`src/pkg/rtu_link_cfg.svh`:
```
// Constants shared by both ends of the serial command link.
// Assumes one 250 MHz clock; line pacing is counted in clock cycles.
`ifndef RTU_LINK_CFG_SVH
`define RTU_LINK_CFG_SVH
// ==========================================================
// Timing
`define CFG_CLK_NS 4
`define CFG_CHAR_NS 572917
`define CFG_CHAR_CYCLES (`CFG_CHAR_NS / `CFG_CLK_NS)
`define CFG_GAP_NS (`CFG_CHAR_NS * 7 / 2)
`define CFG_GAP_CYCLES ((`CFG_GAP_NS + `CFG_CLK_NS - 1) / `CFG_CLK_NS)
`define CFG_RSP_TIMEOUT_CYCLES (`CFG_GAP_CYCLES * 4)
// ==========================================================
// Frame layout and codes
`define CFG_BUF_BYTES 48
`define CFG_MAX_WORDS 16
`define CFG_CMD_DIAG 8'h08
`define CFG_CMD_WRITE 8'h10
`define CFG_SUB_ECHO 16'h0000
`define CFG_ERR_FLAG 8'h80
`define CFG_CRC_INIT 16'hFFFF
`define CFG_CRC_POLY 16'hA001
`define CFG_PWD_ADDR 16'h0F00
`define CFG_ADDR_SPAN 17'h10000
`define CFG_EXC_CMD 8'h01
`define CFG_EXC_ADDR 8'h02
`define CFG_EXC_VALUE 8'h03
`define CFG_EXC_OPER 8'h04
`define CFG_EXC_PWD 8'h05
`define CFG_EXC_FRAME 8'h06
`define CFG_EXC_RDONLY 8'h07
`define CFG_EXC_RUNNING 8'h08
`define CFG_EXC_LOCKED 8'h09
`endif

```
`src/pkg/rtu_link_pkg.sv`:
```
// Types and helper functions shared by both ends of the link.
// Assumes rtu_link_cfg.svh is on the include path.
`include "rtu_link_cfg.svh"
package rtu_link_pkg;
  // ==========================================================
  // Types
  typedef logic [7:0] byte_t;
  typedef logic [15:0] word_t;
  typedef enum logic [2:0] {
    DS_RX, DS_EVAL, DS_SCAN, DS_APPLY, DS_TX
  } dev_state_t;
  typedef enum logic [1:0] {
    HS_IDLE, HS_TX, HS_RSP
  } host_state_t;

  // One byte step of the reflected 16-bit check sum.
  function automatic word_t crc_step(word_t crc, byte_t b);
    word_t c;
    c = crc ^ {8'h00, b};
    for (int i = 0; i < 8; i++) begin
      c = c[0] ? ((c >> 1) ^ `CFG_CRC_POLY) : (c >> 1);
    end
    return c;
  endfunction : crc_step

  // Fieldbus scale: ten to the power of the decimal places.
  function automatic word_t pow10(logic [1:0] n);
    unique case (n)
      2'd0: return 16'h0001;
      2'd1: return 16'h000A;
      2'd2: return 16'h0064;
      2'd3: return 16'h03E8;
    endcase
  endfunction : pow10
endpackage : rtu_link_pkg

```
`src/pkg/rtu_link_if.sv`:
```
// Byte-level link between the master end and the slave end.
// Assumes each byte is one clock-wide strobe, paced one per character.
interface rtu_link_if (
  input wire logic clk,
  input wire logic rstn
);
  logic m2s_stb;
  logic [7:0] m2s_data;
  logic s2m_stb;
  logic [7:0] s2m_data;
  modport device (input m2s_stb, input m2s_data,
                  output s2m_stb, output s2m_data);
  modport host (output m2s_stb, output m2s_data,
                input s2m_stb, input s2m_data);
endinterface : rtu_link_if

```
`src/verilog/rtu_slave_end.sv`:
```
// Slave end: receives request frames, runs echo and multi-word write,
// and answers with a reply or an exception frame.
// Assumes the parameter store sits outside and answers chk_* at once.
`include "rtu_link_cfg.svh"

// Overview of operation
// - Echo sub-function zero request byte for byte.
// - Echo frame: address, command, sub, data, check.
// - Write carries at most sixteen words.
// - Master write frame layout, count, bytes, data.
// - Write reply: address, command, start, count, check.
// - Frames delimited by 3.5 character idle gaps.
// - Stored value is integer over ten power n.
// - Master scales fractions before sending.
// - Unserviceable request gets exception reply.
// - Code 01 for unknown command or fault.
// - Code 02 for address range overflow.
// - Code 03 for bad structural field.
// - Code 04 for conflicting parameter setting.
// - Code 05 for wrong password.
// - Code 06 for bad length or check.
// - Code 07 for read-only parameter, unchanged.
// - Code 08 for run-protected write while running.
// - Code 09 while locked without password.
// - Check low byte first, fields high first.
// - Accept own address only; reply with it.
module rtu_slave_end #(
  parameter logic [7:0] slave_addr = 8'h01,
  parameter int unsigned char_cycles = `CFG_CHAR_CYCLES,
  parameter int unsigned gap_cycles = `CFG_GAP_CYCLES
) (
  input wire logic clk,
  input wire logic rstn,
  rtu_link_if.device link,
  output rtu_link_pkg::word_t chk_addr,
  input wire logic chk_read_only,
  input wire logic chk_run_locked,
  input wire logic chk_conflict,
  input wire logic [1:0] chk_decimals,
  input wire logic drive_fault,
  input wire logic drive_running,
  input wire logic sys_locked,
  input wire rtu_link_pkg::word_t user_password_setting,
  output logic wr_stb,
  output rtu_link_pkg::word_t wr_addr,
  output rtu_link_pkg::word_t wr_raw,
  output rtu_link_pkg::word_t wr_whole,
  output rtu_link_pkg::word_t wr_frac,
  output logic unlock_stb
);
  import rtu_link_pkg::*;

  // ==========================================================
  // Receive buffer and frame fields
  byte_t buf_r [`CFG_BUF_BYTES];
  logic [5:0] len_r;
  logic ovf_r;
  word_t crc_r;
  logic [31:0] idle_r;
  dev_state_t st_r;
  logic [4:0] idx_r;
  word_t start_w, qty_w, word_w;
  logic frame_end, tx_last;

  assign start_w = {buf_r[2], buf_r[3]};
  assign qty_w = {buf_r[4], buf_r[5]};
  // Word idx_r of a write payload, high byte first.
  assign word_w = {buf_r[7 + 2 * idx_r], buf_r[8 + 2 * idx_r]};
  assign chk_addr = start_w + {11'h000, idx_r};
  assign frame_end = (st_r == DS_RX) && (len_r != 6'd0) &&
                     (idle_r == gap_cycles - 1);

  // Idle counter restarts on every received byte.
  always_ff @(posedge clk or negedge rstn) begin
    if (!rstn) begin
      idle_r <= '0;
    end else if (link.m2s_stb || st_r != DS_RX) begin
      idle_r <= '0;
    end else if (idle_r != gap_cycles - 1) begin
      idle_r <= idle_r + 32'd1;
    end
  end

  // Bytes are stored and summed; running the sum over the trailing
  // check bytes leaves zero for an intact frame, so no compare word.
  always_ff @(posedge clk or negedge rstn) begin
    if (!rstn) begin
      len_r <= '0;
      ovf_r <= 1'b0;
      crc_r <= `CFG_CRC_INIT;
    end else if ((st_r == DS_TX && tx_last) ||
                 (st_r == DS_EVAL && buf_r[0] != slave_addr)) begin
      len_r <= '0;
      ovf_r <= 1'b0;
      crc_r <= `CFG_CRC_INIT;
    end else if (st_r == DS_RX && link.m2s_stb) begin
      crc_r <= crc_step(crc_r, link.m2s_data);
      if (len_r == 6'(`CFG_BUF_BYTES)) begin
        ovf_r <= 1'b1;
      end else begin
        buf_r[len_r] <= link.m2s_data;
        len_r <= len_r + 6'd1;
      end
    end
  end

  // ==========================================================
  // Request decode and checks
  logic [5:0] body_r;
  logic add_crc_r;
  logic err_r;
  byte_t code_r;
  logic [31:0] cnt_r;
  logic [5:0] tx_idx_r;
  word_t tx_crc_r;

  // Exception for the word under scan, zero when it passes.
  byte_t scan_code;
  always_comb begin
    scan_code = 8'h00;
    if (sys_locked && chk_addr != `CFG_PWD_ADDR) begin
      scan_code = `CFG_EXC_LOCKED;
    end else if (chk_addr == `CFG_PWD_ADDR &&
                 word_w != user_password_setting) begin
      scan_code = `CFG_EXC_PWD;
    end else if (chk_read_only) begin
      scan_code = `CFG_EXC_RDONLY;
    end else if (drive_running && chk_run_locked) begin
      scan_code = `CFG_EXC_RUNNING;
    end else if (chk_conflict) begin
      scan_code = `CFG_EXC_OPER;
    end
  end

  // Main sequence; a failed scan leaves every parameter untouched
  // because writes only start once all words have passed.
  always_ff @(posedge clk or negedge rstn) begin
    if (!rstn) begin
      st_r <= DS_RX;
      idx_r <= '0;
      body_r <= '0;
      add_crc_r <= 1'b0;
      err_r <= 1'b0;
      code_r <= 8'h00;
    end else begin
      unique case (st_r)
        DS_RX: st_r <= frame_end ? DS_EVAL : DS_RX;
        DS_EVAL: begin
          st_r <= DS_TX;
          err_r <= 1'b1;
          body_r <= 6'd3;
          add_crc_r <= 1'b1;
          idx_r <= '0;
          if (buf_r[0] != slave_addr) begin
            st_r <= DS_RX;
          end else if (ovf_r || len_r < 6'd4 || crc_r != 16'h0000) begin
            code_r <= `CFG_EXC_FRAME;
          end else if (drive_fault || (buf_r[1] != `CFG_CMD_DIAG &&
                       buf_r[1] != `CFG_CMD_WRITE)) begin
            code_r <= `CFG_EXC_CMD;
          end else if (buf_r[1] == `CFG_CMD_DIAG) begin
            if (len_r != 6'd8) begin
              code_r <= `CFG_EXC_FRAME;
            end else if (start_w != `CFG_SUB_ECHO) begin
              code_r <= `CFG_EXC_VALUE;
            end else begin
              err_r <= 1'b0;
              body_r <= len_r;
              add_crc_r <= 1'b0;
            end
          end else if (qty_w == 16'h0000 || qty_w > `CFG_MAX_WORDS) begin
            code_r <= `CFG_EXC_VALUE;
          end else if ({8'h00, buf_r[6]} != {qty_w[14:0], 1'b0}) begin
            code_r <= `CFG_EXC_VALUE;
          end else if ({10'h000, len_r} != qty_w * 2 + 16'd9) begin
            code_r <= `CFG_EXC_FRAME;
          end else if ({1'b0, start_w} + {1'b0, qty_w} >
                       `CFG_ADDR_SPAN) begin
            code_r <= `CFG_EXC_ADDR;
          end else begin
            st_r <= DS_SCAN;
          end
        end
        DS_SCAN: begin
          if (scan_code != 8'h00) begin
            st_r <= DS_TX;
            code_r <= scan_code;
          end else if ({11'h000, idx_r} == qty_w - 16'd1) begin
            st_r <= DS_APPLY;
            idx_r <= '0;
          end else begin
            idx_r <= idx_r + 5'd1;
          end
        end
        DS_APPLY: begin
          if ({11'h000, idx_r} == qty_w - 16'd1) begin
            // reply of six bytes plus check
            st_r <= DS_TX;
            err_r <= 1'b0;
            body_r <= 6'd6;
          end else begin
            idx_r <= idx_r + 5'd1;
          end
        end
        DS_TX: st_r <= tx_last ? DS_RX : DS_TX;
      endcase
    end
  end

  // ==========================================================
  // Parameter write port
  // split by fieldbus scale
  always_ff @(posedge clk or negedge rstn) begin
    if (!rstn) begin
      wr_stb <= 1'b0;
      unlock_stb <= 1'b0;
      wr_addr <= '0;
      wr_raw <= '0;
      wr_whole <= '0;
      wr_frac <= '0;
    end else begin
      wr_stb <= (st_r == DS_APPLY);
      unlock_stb <= (st_r == DS_APPLY) && (chk_addr == `CFG_PWD_ADDR);
      if (st_r == DS_APPLY) begin
        wr_addr <= chk_addr;
        wr_raw <= word_w;
        wr_whole <= word_w / pow10(chk_decimals);
        wr_frac <= word_w % pow10(chk_decimals);
      end
    end
  end

  // ==========================================================
  // Transmitter, one byte per character time
  byte_t body_byte;
  logic [5:0] tx_total;
  logic tx_tick;

  assign tx_total = body_r + (add_crc_r ? 6'd2 : 6'd0);
  assign tx_tick = (st_r == DS_TX) && (cnt_r == 0);
  assign tx_last = tx_tick && (tx_idx_r == tx_total - 6'd1);

  always_comb begin
    body_byte = buf_r[tx_idx_r];
    if (err_r) begin
      unique case (tx_idx_r)
        6'd0: body_byte = slave_addr;
        6'd1: body_byte = buf_r[1] | `CFG_ERR_FLAG;
        default: body_byte = code_r;
      endcase
    end
  end

  // Pacing divider; the first byte goes out at once since the
  // receive gap has already elapsed.
  always_ff @(posedge clk or negedge rstn) begin
    if (!rstn) begin
      cnt_r <= '0;
    end else if (st_r != DS_TX || cnt_r == char_cycles - 1) begin
      cnt_r <= '0;
    end else begin
      cnt_r <= cnt_r + 32'd1;
    end
  end

  always_ff @(posedge clk or negedge rstn) begin
    if (!rstn) begin
      tx_idx_r <= '0;
      tx_crc_r <= `CFG_CRC_INIT;
      link.s2m_stb <= 1'b0;
      link.s2m_data <= 8'h00;
    end else begin
      link.s2m_stb <= tx_tick;
      if (st_r != DS_TX) begin
        tx_idx_r <= '0;
        tx_crc_r <= `CFG_CRC_INIT;
      end else if (tx_tick) begin
        tx_idx_r <= tx_idx_r + 6'd1;
        if (tx_idx_r < body_r) begin
          link.s2m_data <= body_byte;
          tx_crc_r <= crc_step(tx_crc_r, body_byte);
        end else if (tx_idx_r == body_r) begin
          link.s2m_data <= tx_crc_r[7:0];
        end else begin
          link.s2m_data <= tx_crc_r[15:8];
        end
      end
    end
  end
endmodule : rtu_slave_end

```
`src/flat_wrapper.sv`:
```
// flat-port wrapper written by rule: the top's interface ports become plain ports
module rtu_slave_end_flat import rtu_link_pkg::*;
#(
  parameter logic [7:0] slave_addr = 8'h01,
  parameter int unsigned char_cycles = `CFG_CHAR_CYCLES,
  parameter int unsigned gap_cycles = `CFG_GAP_CYCLES
)
  (clk, rstn, chk_addr, chk_read_only, chk_run_locked, chk_conflict, chk_decimals, drive_fault, drive_running, sys_locked, user_password_setting, wr_stb, wr_addr, wr_raw, wr_whole, wr_frac, unlock_stb, link_m2s_stb, link_m2s_data, link_s2m_stb, link_s2m_data);
  rtu_link_if link_i (.clk(clk), .rstn(rstn));
  input wire logic clk;
  input wire logic rstn;
  output rtu_link_pkg::word_t chk_addr;
  input wire logic chk_read_only;
  input wire logic chk_run_locked;
  input wire logic chk_conflict;
  input wire logic [1:0] chk_decimals;
  input wire logic drive_fault;
  input wire logic drive_running;
  input wire logic sys_locked;
  input wire rtu_link_pkg::word_t user_password_setting;
  output logic wr_stb;
  output rtu_link_pkg::word_t wr_addr;
  output rtu_link_pkg::word_t wr_raw;
  output rtu_link_pkg::word_t wr_whole;
  output rtu_link_pkg::word_t wr_frac;
  output logic unlock_stb;
  input wire logic [$bits(link_i.m2s_stb)-1:0] link_m2s_stb;
  input wire logic [$bits(link_i.m2s_data)-1:0] link_m2s_data;
  output wire logic [$bits(link_i.s2m_stb)-1:0] link_s2m_stb;
  output wire logic [$bits(link_i.s2m_data)-1:0] link_s2m_data;
  assign link_i.m2s_stb = link_m2s_stb;
  assign link_i.m2s_data = link_m2s_data;
  assign link_s2m_stb = link_i.s2m_stb;
  assign link_s2m_data = link_i.s2m_data;
  rtu_slave_end #(.slave_addr(slave_addr), .char_cycles(char_cycles), .gap_cycles(gap_cycles)) u_core (.clk(clk), .rstn(rstn), .link(link_i), .chk_addr(chk_addr), .chk_read_only(chk_read_only), .chk_run_locked(chk_run_locked), .chk_conflict(chk_conflict), .chk_decimals(chk_decimals), .drive_fault(drive_fault), .drive_running(drive_running), .sys_locked(sys_locked), .user_password_setting(user_password_setting), .wr_stb(wr_stb), .wr_addr(wr_addr), .wr_raw(wr_raw), .wr_whole(wr_whole), .wr_frac(wr_frac), .unlock_stb(unlock_stb));
endmodule
```
`config.mk`:
```
export PLATFORM = sky130hd
export DESIGN_NAME = rtu_slave_end_flat
export DESIGN_NICKNAME = d
export VERILOG_FILES = /design/src/pkg/rtu_link_pkg.sv /design/src/pkg/rtu_link_if.sv /design/src/verilog/rtu_slave_end.sv /design/src/flat_wrapper.sv
export VERILOG_INCLUDE_DIRS = /design/src /design/src/pkg
export SDC_FILE = /design/constraint.sdc
export NUM_CORES = 1
export LEC_CHECK = 0
export ABC_AREA = 1
export BUFFER_PORTS_ARGS = -buffer_cell sky130_fd_sc_hd__buf_2
export CAP_MARGIN = 20
export CORE_AREA = 2 2 394 396
export CTS_CLUSTER_SIZE = 12
export DETAILED_ROUTE_END_ITERATION = 6
export DIE_AREA = 0 0 396 398
export PLACE_DENSITY_LB_ADDON = 0.3
export SETUP_SLACK_MARGIN = 0.1
export SLEW_MARGIN = 40
export SYNTH_ARGS = -nofsm -noshare
export SYNTH_HDL_FRONTEND = slang
export SYNTH_SLANG_ARGS = --single-unit
```
`constraint.sdc`:
```
create_clock -name clk -period 38.5 [get_ports clk]
set_input_delay 1.925 -clock clk [delete_from_list [all_inputs] [get_ports clk]]
set_output_delay 1.925 -clock clk [all_outputs]
set_load 0.02 [all_outputs]
```
==> metrics.txt <==
# TYPE chip_impl_metric gauge
chip_impl_info{name="postSynth.topFlopCell",value="sky130_fd_sc_hd__edfxtp_1"} 1
chip_impl_metric{name="timing.critical_path.arrival",unit="ns"} 30.07
chip_impl_metric{name="ctsHoldBuffers",unit=""} 0
chip_impl_metric{name="critical_path_required",unit="ns"} 39.05
chip_impl_metric{name="clkLatencyLatePin",unit="ns"} 0.68
chip_impl_info{name="slowest_stage",value="sky130_fd_sc_hd__dfrtp_4"} 1
chip_impl_metric{name="cts.path.max_buffers",unit=""} 3
chip_impl_metric{name="worstPathMaxFanout",unit=""} 70
chip_impl_metric{name="synthSimpleGateAreaFrac",unit="%"} 21.78
chip_impl_metric{name="syn_area_per_cell",unit="sq um"} 8.231
chip_impl_metric{name="clock_sink_count",unit=""} 588
chip_impl_metric{name="relSlewSlack",unit="%"} 32.61
chip_impl_metric{name="drv.max_cap_violation_count",unit=""} 0
chip_impl_metric{name="gr-total-overflow",unit=""} 0
chip_impl_metric{name="fmax",unit="MHz"} 33.87
chip_impl_metric{name="seq_area_frac_synth",unit="%"} 43.85
chip_impl_metric{name="cts_resized",unit=""} 0
chip_impl_info{name="cts_root_buf",value="sky130_fd_sc_hd__clkbuf_16"} 1
chip_impl_info{name="grt_setup_unrepaired",value="no"} 1
chip_impl_metric{name="wl_per_cell",unit="um"} 21.19
chip_impl_metric{name="number_of_iterations_in_the_first_detailed_routing_pass",unit=""} 6
chip_impl_metric{name="finalMaxSlewViolations",unit=""} 0
chip_impl_metric{name="grt_max_degree",unit=""} 92
chip_impl_metric{name="grt_util_all_layers",unit="%"} 17.66
chip_impl_metric{name="number_of_antenna_violations_at_the_first_check_in_global_routing",unit=""} 4
chip_impl_info{name="synth.top_cells.by_area",value="sky130_fd_sc_hd__edfxtp_1 30%, sky130_fd_sc_hd__dfrtp_1 11%, sky130_fd_sc_hd__nand2_1 7.3%"} 1
chip_impl_info{name="cpMostUsedCell",value="sky130_fd_sc_hd__nand2_2"} 1
chip_impl_metric{name="tightest_slew",unit="ns"} 1.008
chip_impl_info{name="cts_tree",value="built"} 1
chip_impl_metric{name="synthesis.instances",unit=""} 4620
chip_impl_metric{name="synth_enable_flop_cells",unit=""} 384
chip_impl_info{name="start_kind",value="flip-flop"} 1
chip_impl_metric{name="rows",unit=""} 144
chip_impl_metric{name="grt_pass1_wl",unit="mm"} 210.7
chip_impl_metric{name="yosys_warnings",unit=""} 0
chip_impl_metric{name="die_h",unit="um"} 398
chip_impl_info{name="status",value="complete, no violations"} 1
chip_impl_metric{name="synth.net_count",unit=""} 4811
chip_impl_metric{name="hold_viol_final",unit=""} 0
chip_impl_metric{name="first_iter_violations",unit=""} 3799
chip_impl_metric{name="dp_hpwl",unit="mm"} 101.0
chip_impl_metric{name="syn_area",unit="sq um"} 38030
chip_impl_metric{name="drcViolationCount",unit=""} 0
chip_impl_metric{name="coreArea",unit="sq um"} 153300
chip_impl_metric{name="asyncSetResetFlopFracSynth",unit="%"} 34.69
chip_impl_metric{name="synthXorXnorAreaFrac",unit="%"} 4.353
chip_impl_metric{name="fp.dieArea",unit="sq um"} 157600
chip_impl_metric{name="num_io_pins",unit=""} 126
chip_impl_metric{name="yosys.area_share.adder",unit="%"} 5.212
chip_impl_metric{name="die_width",unit="um"} 396
chip_impl_metric{name="avgViaCountPerCell",unit=""} 5.059
chip_impl_metric{name="layout-drive-gt1-share",unit="%"} 11.39
chip_impl_metric{name="fin_tns_setup",unit="ns"} 0
chip_impl_metric{name="setup_viol",unit=""} 0
chip_impl_metric{name="finalClockSkew",unit="ns"} 0.06279
chip_impl_metric{name="postRouteWirelength",unit="mm"} 143.7
chip_impl_metric{name="diodes",unit=""} 0
chip_impl_metric{name="htreeDepth",unit=""} 3
chip_impl_metric{name="timing.final.crit_period",unit="ns"} 29.52
chip_impl_metric{name="first_global_vias",unit=""} 32140
chip_impl_metric{name="initial_cell_density_of_the_core",unit="%"} 24.80
chip_impl_metric{name="clkTransAtPathRegs",unit="ns"} 0.06
chip_impl_metric{name="ys_seq_elements",unit=""} 588
chip_impl_metric{name="synthMuxAreaShare",unit="%"} 0
chip_impl_metric{name="synth_compound_area_share",unit="%"} 16.88
chip_impl_metric{name="vias",unit=""} 34320
chip_impl_metric{name="period_share",unit="%"} 76.68
chip_impl_metric{name="globalplace.congestion",unit=""} 0.9676
chip_impl_metric{name="area_delta_synth_final",unit="%"} 13.52
chip_impl_metric{name="place.port_buffers",unit=""} 125
chip_impl_metric{name="cp_slowest_stage_delay",unit="ns"} 0.92
chip_impl_metric{name="yosys.area.top_type_share",unit="%"} 30.32
chip_impl_metric{name="drt.antenna.violating_nets",unit=""} 0
chip_impl_info{name="hold_path_class",value="flip-flop to flip-flop"} 1
chip_impl_info{name="worstSetupPathType",value="flip-flop to flip-flop"} 1
chip_impl_info{name="cell_type_group_with_the_largest_total_delay_on_the_critical_path",value="simple AND/OR/NAND/NOR gates"} 1
chip_impl_metric{name="number_of_distinct_library_cells_after_synthesis",unit=""} 71
chip_impl_info{name="combinational_family_with_the_most_area_after_synthesis",value="simple AND/OR/NAND/NOR gates"} 1
chip_impl_metric{name="post_cts.repair.setup_buffers",unit=""} 0
chip_impl_info{name="synth_area_leader_cell",value="sky130_fd_sc_hd__edfxtp_1"} 1
chip_impl_metric{name="fin_nets",unit=""} 4869
chip_impl_metric{name="worstPathBufferInverterCount",unit=""} 27
chip_impl_metric{name="cts_made_buffers",unit=""} 75
chip_impl_info{name="endpoint_type_of_the_worst_setup_path",value="flip-flop"} 1
chip_impl_metric{name="fin_hold_ws",unit="ns"} 0.4644
## kinds of logic (layout without fill, tap and decap cells)
logic type,count (synthesis),count (layout)
simple gates,1817,1817
buf+inv,708,827
xor+xnor,189,189
fa+ha+maj,156,156
compound gates,1162,1162
flops,588,588
## final timing paths
check | slack [ns] | from | depth (start not counted) | to
max in group asynchronous | 35.99 | rstn | 3 | u_core.cnt_r[7]
worst min register to register | 0.46 | u_core.cnt_r[0] | 1 | u_core.cnt_r[0]
worst max-delay path | 8.98 | u_core.idx_r[0] | 199 | u_core.wr_frac[9]
worst min-delay path | 0.46 | u_core.cnt_r[0] | 1 | u_core.cnt_r[0]
worst max register to register | 8.98 | u_core.idx_r[0] | 199 | u_core.wr_frac[9]
min in group asynchronous | 1.12 | rstn | 1 | u_core.wr_frac[3]
## through the flow
stage	worst slack, ns	utilization, %	instance area [sq um]	instances
CTS	9.252	28.12	43110	6782
detailed placement	9.399	26.51	40640	6644
finish	8.978	28.15	43170	6783
global placement	10.08	26.45	40550	6643
floorplan	12.80	-	38030	4620
global route	5.506	28.15	43170	6783
## synthesized netlist by cell type, types with 14 or more instances
library cell and count:
sky130_fd_sc_hd__o21ai_0 516, sky130_fd_sc_hd__buf_4 14, sky130_fd_sc_hd__nand3_2 25, sky130_fd_sc_hd__nor3_1 83, sky130_fd_sc_hd__dfstp_2 32, sky130_fd_sc_hd__a31oi_1 22, sky130_fd_sc_hd__nor4_1 55, sky130_fd_sc_hd__nand3_1 264
sky130_fd_sc_hd__or2_2 22, sky130_fd_sc_hd__inv_2 23, sky130_fd_sc_hd__o211ai_1 82, sky130_fd_sc_hd__nand2_1 735, sky130_fd_sc_hd__nand2_4 16, sky130_fd_sc_hd__dfrtp_1 172, sky130_fd_sc_hd__buf_2 23, sky130_fd_sc_hd__ha_1 152
sky130_fd_sc_hd__a21oi_1 370, sky130_fd_sc_hd__inv_1 475, sky130_fd_sc_hd__nor3b_1 16, sky130_fd_sc_hd__nand2_2 56, sky130_fd_sc_hd__xnor2_1 67, sky130_fd_sc_hd__nand4_1 63, sky130_fd_sc_hd__buf_6 18, sky130_fd_sc_hd__xor2_1 122
sky130_fd_sc_hd__nor2_1 437, sky130_fd_sc_hd__o21ai_1 52, sky130_fd_sc_hd__edfxtp_1 384, sky130_fd_sc_hd__clkbuf_1 117, sky130_fd_sc_hd__buf_1 14
## per-layer routing
metal	up-vias	track usage [%]	wire length (um)
met2	1488	27.03	61830
li1	16070	-	-
met3	282	3.391	12100
met5	-	0	0
met4	0	6.281	5488
met1	16480	24.70	64330
## area by class of cell
class	instances	area (sq um)
Timing Repair Buffer	177	1057
Tap cell	2044	2557
Multi-Input combinational cell	3324	18450
Sequential cell	588	16690
Fill cell	16370	110200
Clock buffer	100	2062
Inverter	512	1947
Clock inverter	38	409.1
## placed cells by master (no fill, tap or decap), types with 17 or more instances in the layout
| cell type | instances |
|---|---|
| sky130_fd_sc_hd__o21ai_0 | 516 |
| sky130_fd_sc_hd__dfstp_2 | 32 |
| sky130_fd_sc_hd__buf_4 | 48 |
| sky130_fd_sc_hd__or2_2 | 22 |
| sky130_fd_sc_hd__xnor2_1 | 67 |
| sky130_fd_sc_hd__clkbuf_16 | 76 |
| sky130_fd_sc_hd__o21ai_1 | 52 |
| sky130_fd_sc_hd__ha_1 | 151 |
| sky130_fd_sc_hd__nor2_2 | 38 |
| sky130_fd_sc_hd__xor2_1 | 122 |
| sky130_fd_sc_hd__dfrtp_1 | 169 |
| sky130_fd_sc_hd__clkbuf_1 | 17 |
| sky130_fd_sc_hd__nor2_1 | 405 |
| sky130_fd_sc_hd__nor4_1 | 55 |
| sky130_fd_sc_hd__nand4_1 | 63 |
| sky130_fd_sc_hd__nand2_1 | 733 |
| sky130_fd_sc_hd__edfxtp_1 | 384 |
| sky130_fd_sc_hd__a31oi_1 | 22 |
| sky130_fd_sc_hd__o211ai_1 | 82 |
| sky130_fd_sc_hd__nor3_1 | 83 |
| sky130_fd_sc_hd__inv_2 | 24 |
| sky130_fd_sc_hd__nand3_2 | 27 |
| sky130_fd_sc_hd__inv_1 | 474 |
| sky130_fd_sc_hd__buf_2 | 124 |
| sky130_fd_sc_hd__nand3_1 | 262 |
| sky130_fd_sc_hd__a21oi_1 | 370 |
| sky130_fd_sc_hd__nand2_2 | 58 |
## state kept, by name, indices dropped and copies added, names as in the netlist, 6 cells and up
| name | cells |
|---|---|
| u_core.buf_r | 384 |
| u_core.cnt_r | 32 |
| u_core.idle_r | 32 |
| u_core.crc_r | 16 |
| u_core.tx_crc_r | 16 |
| u_core.wr_addr | 16 |
| u_core.wr_frac | 16 |
| u_core.wr_raw | 16 |
| u_core.wr_whole | 16 |
| u_core.link.s2m_data | 8 |
| u_core.body_r | 6 |
| u_core.len_r | 6 |
| u_core.tx_idx_r | 6 |
Power is left out: the tool's default activity adds up to more than one toggle a clock period on the data nets, which glitch-free logic cannot reach.
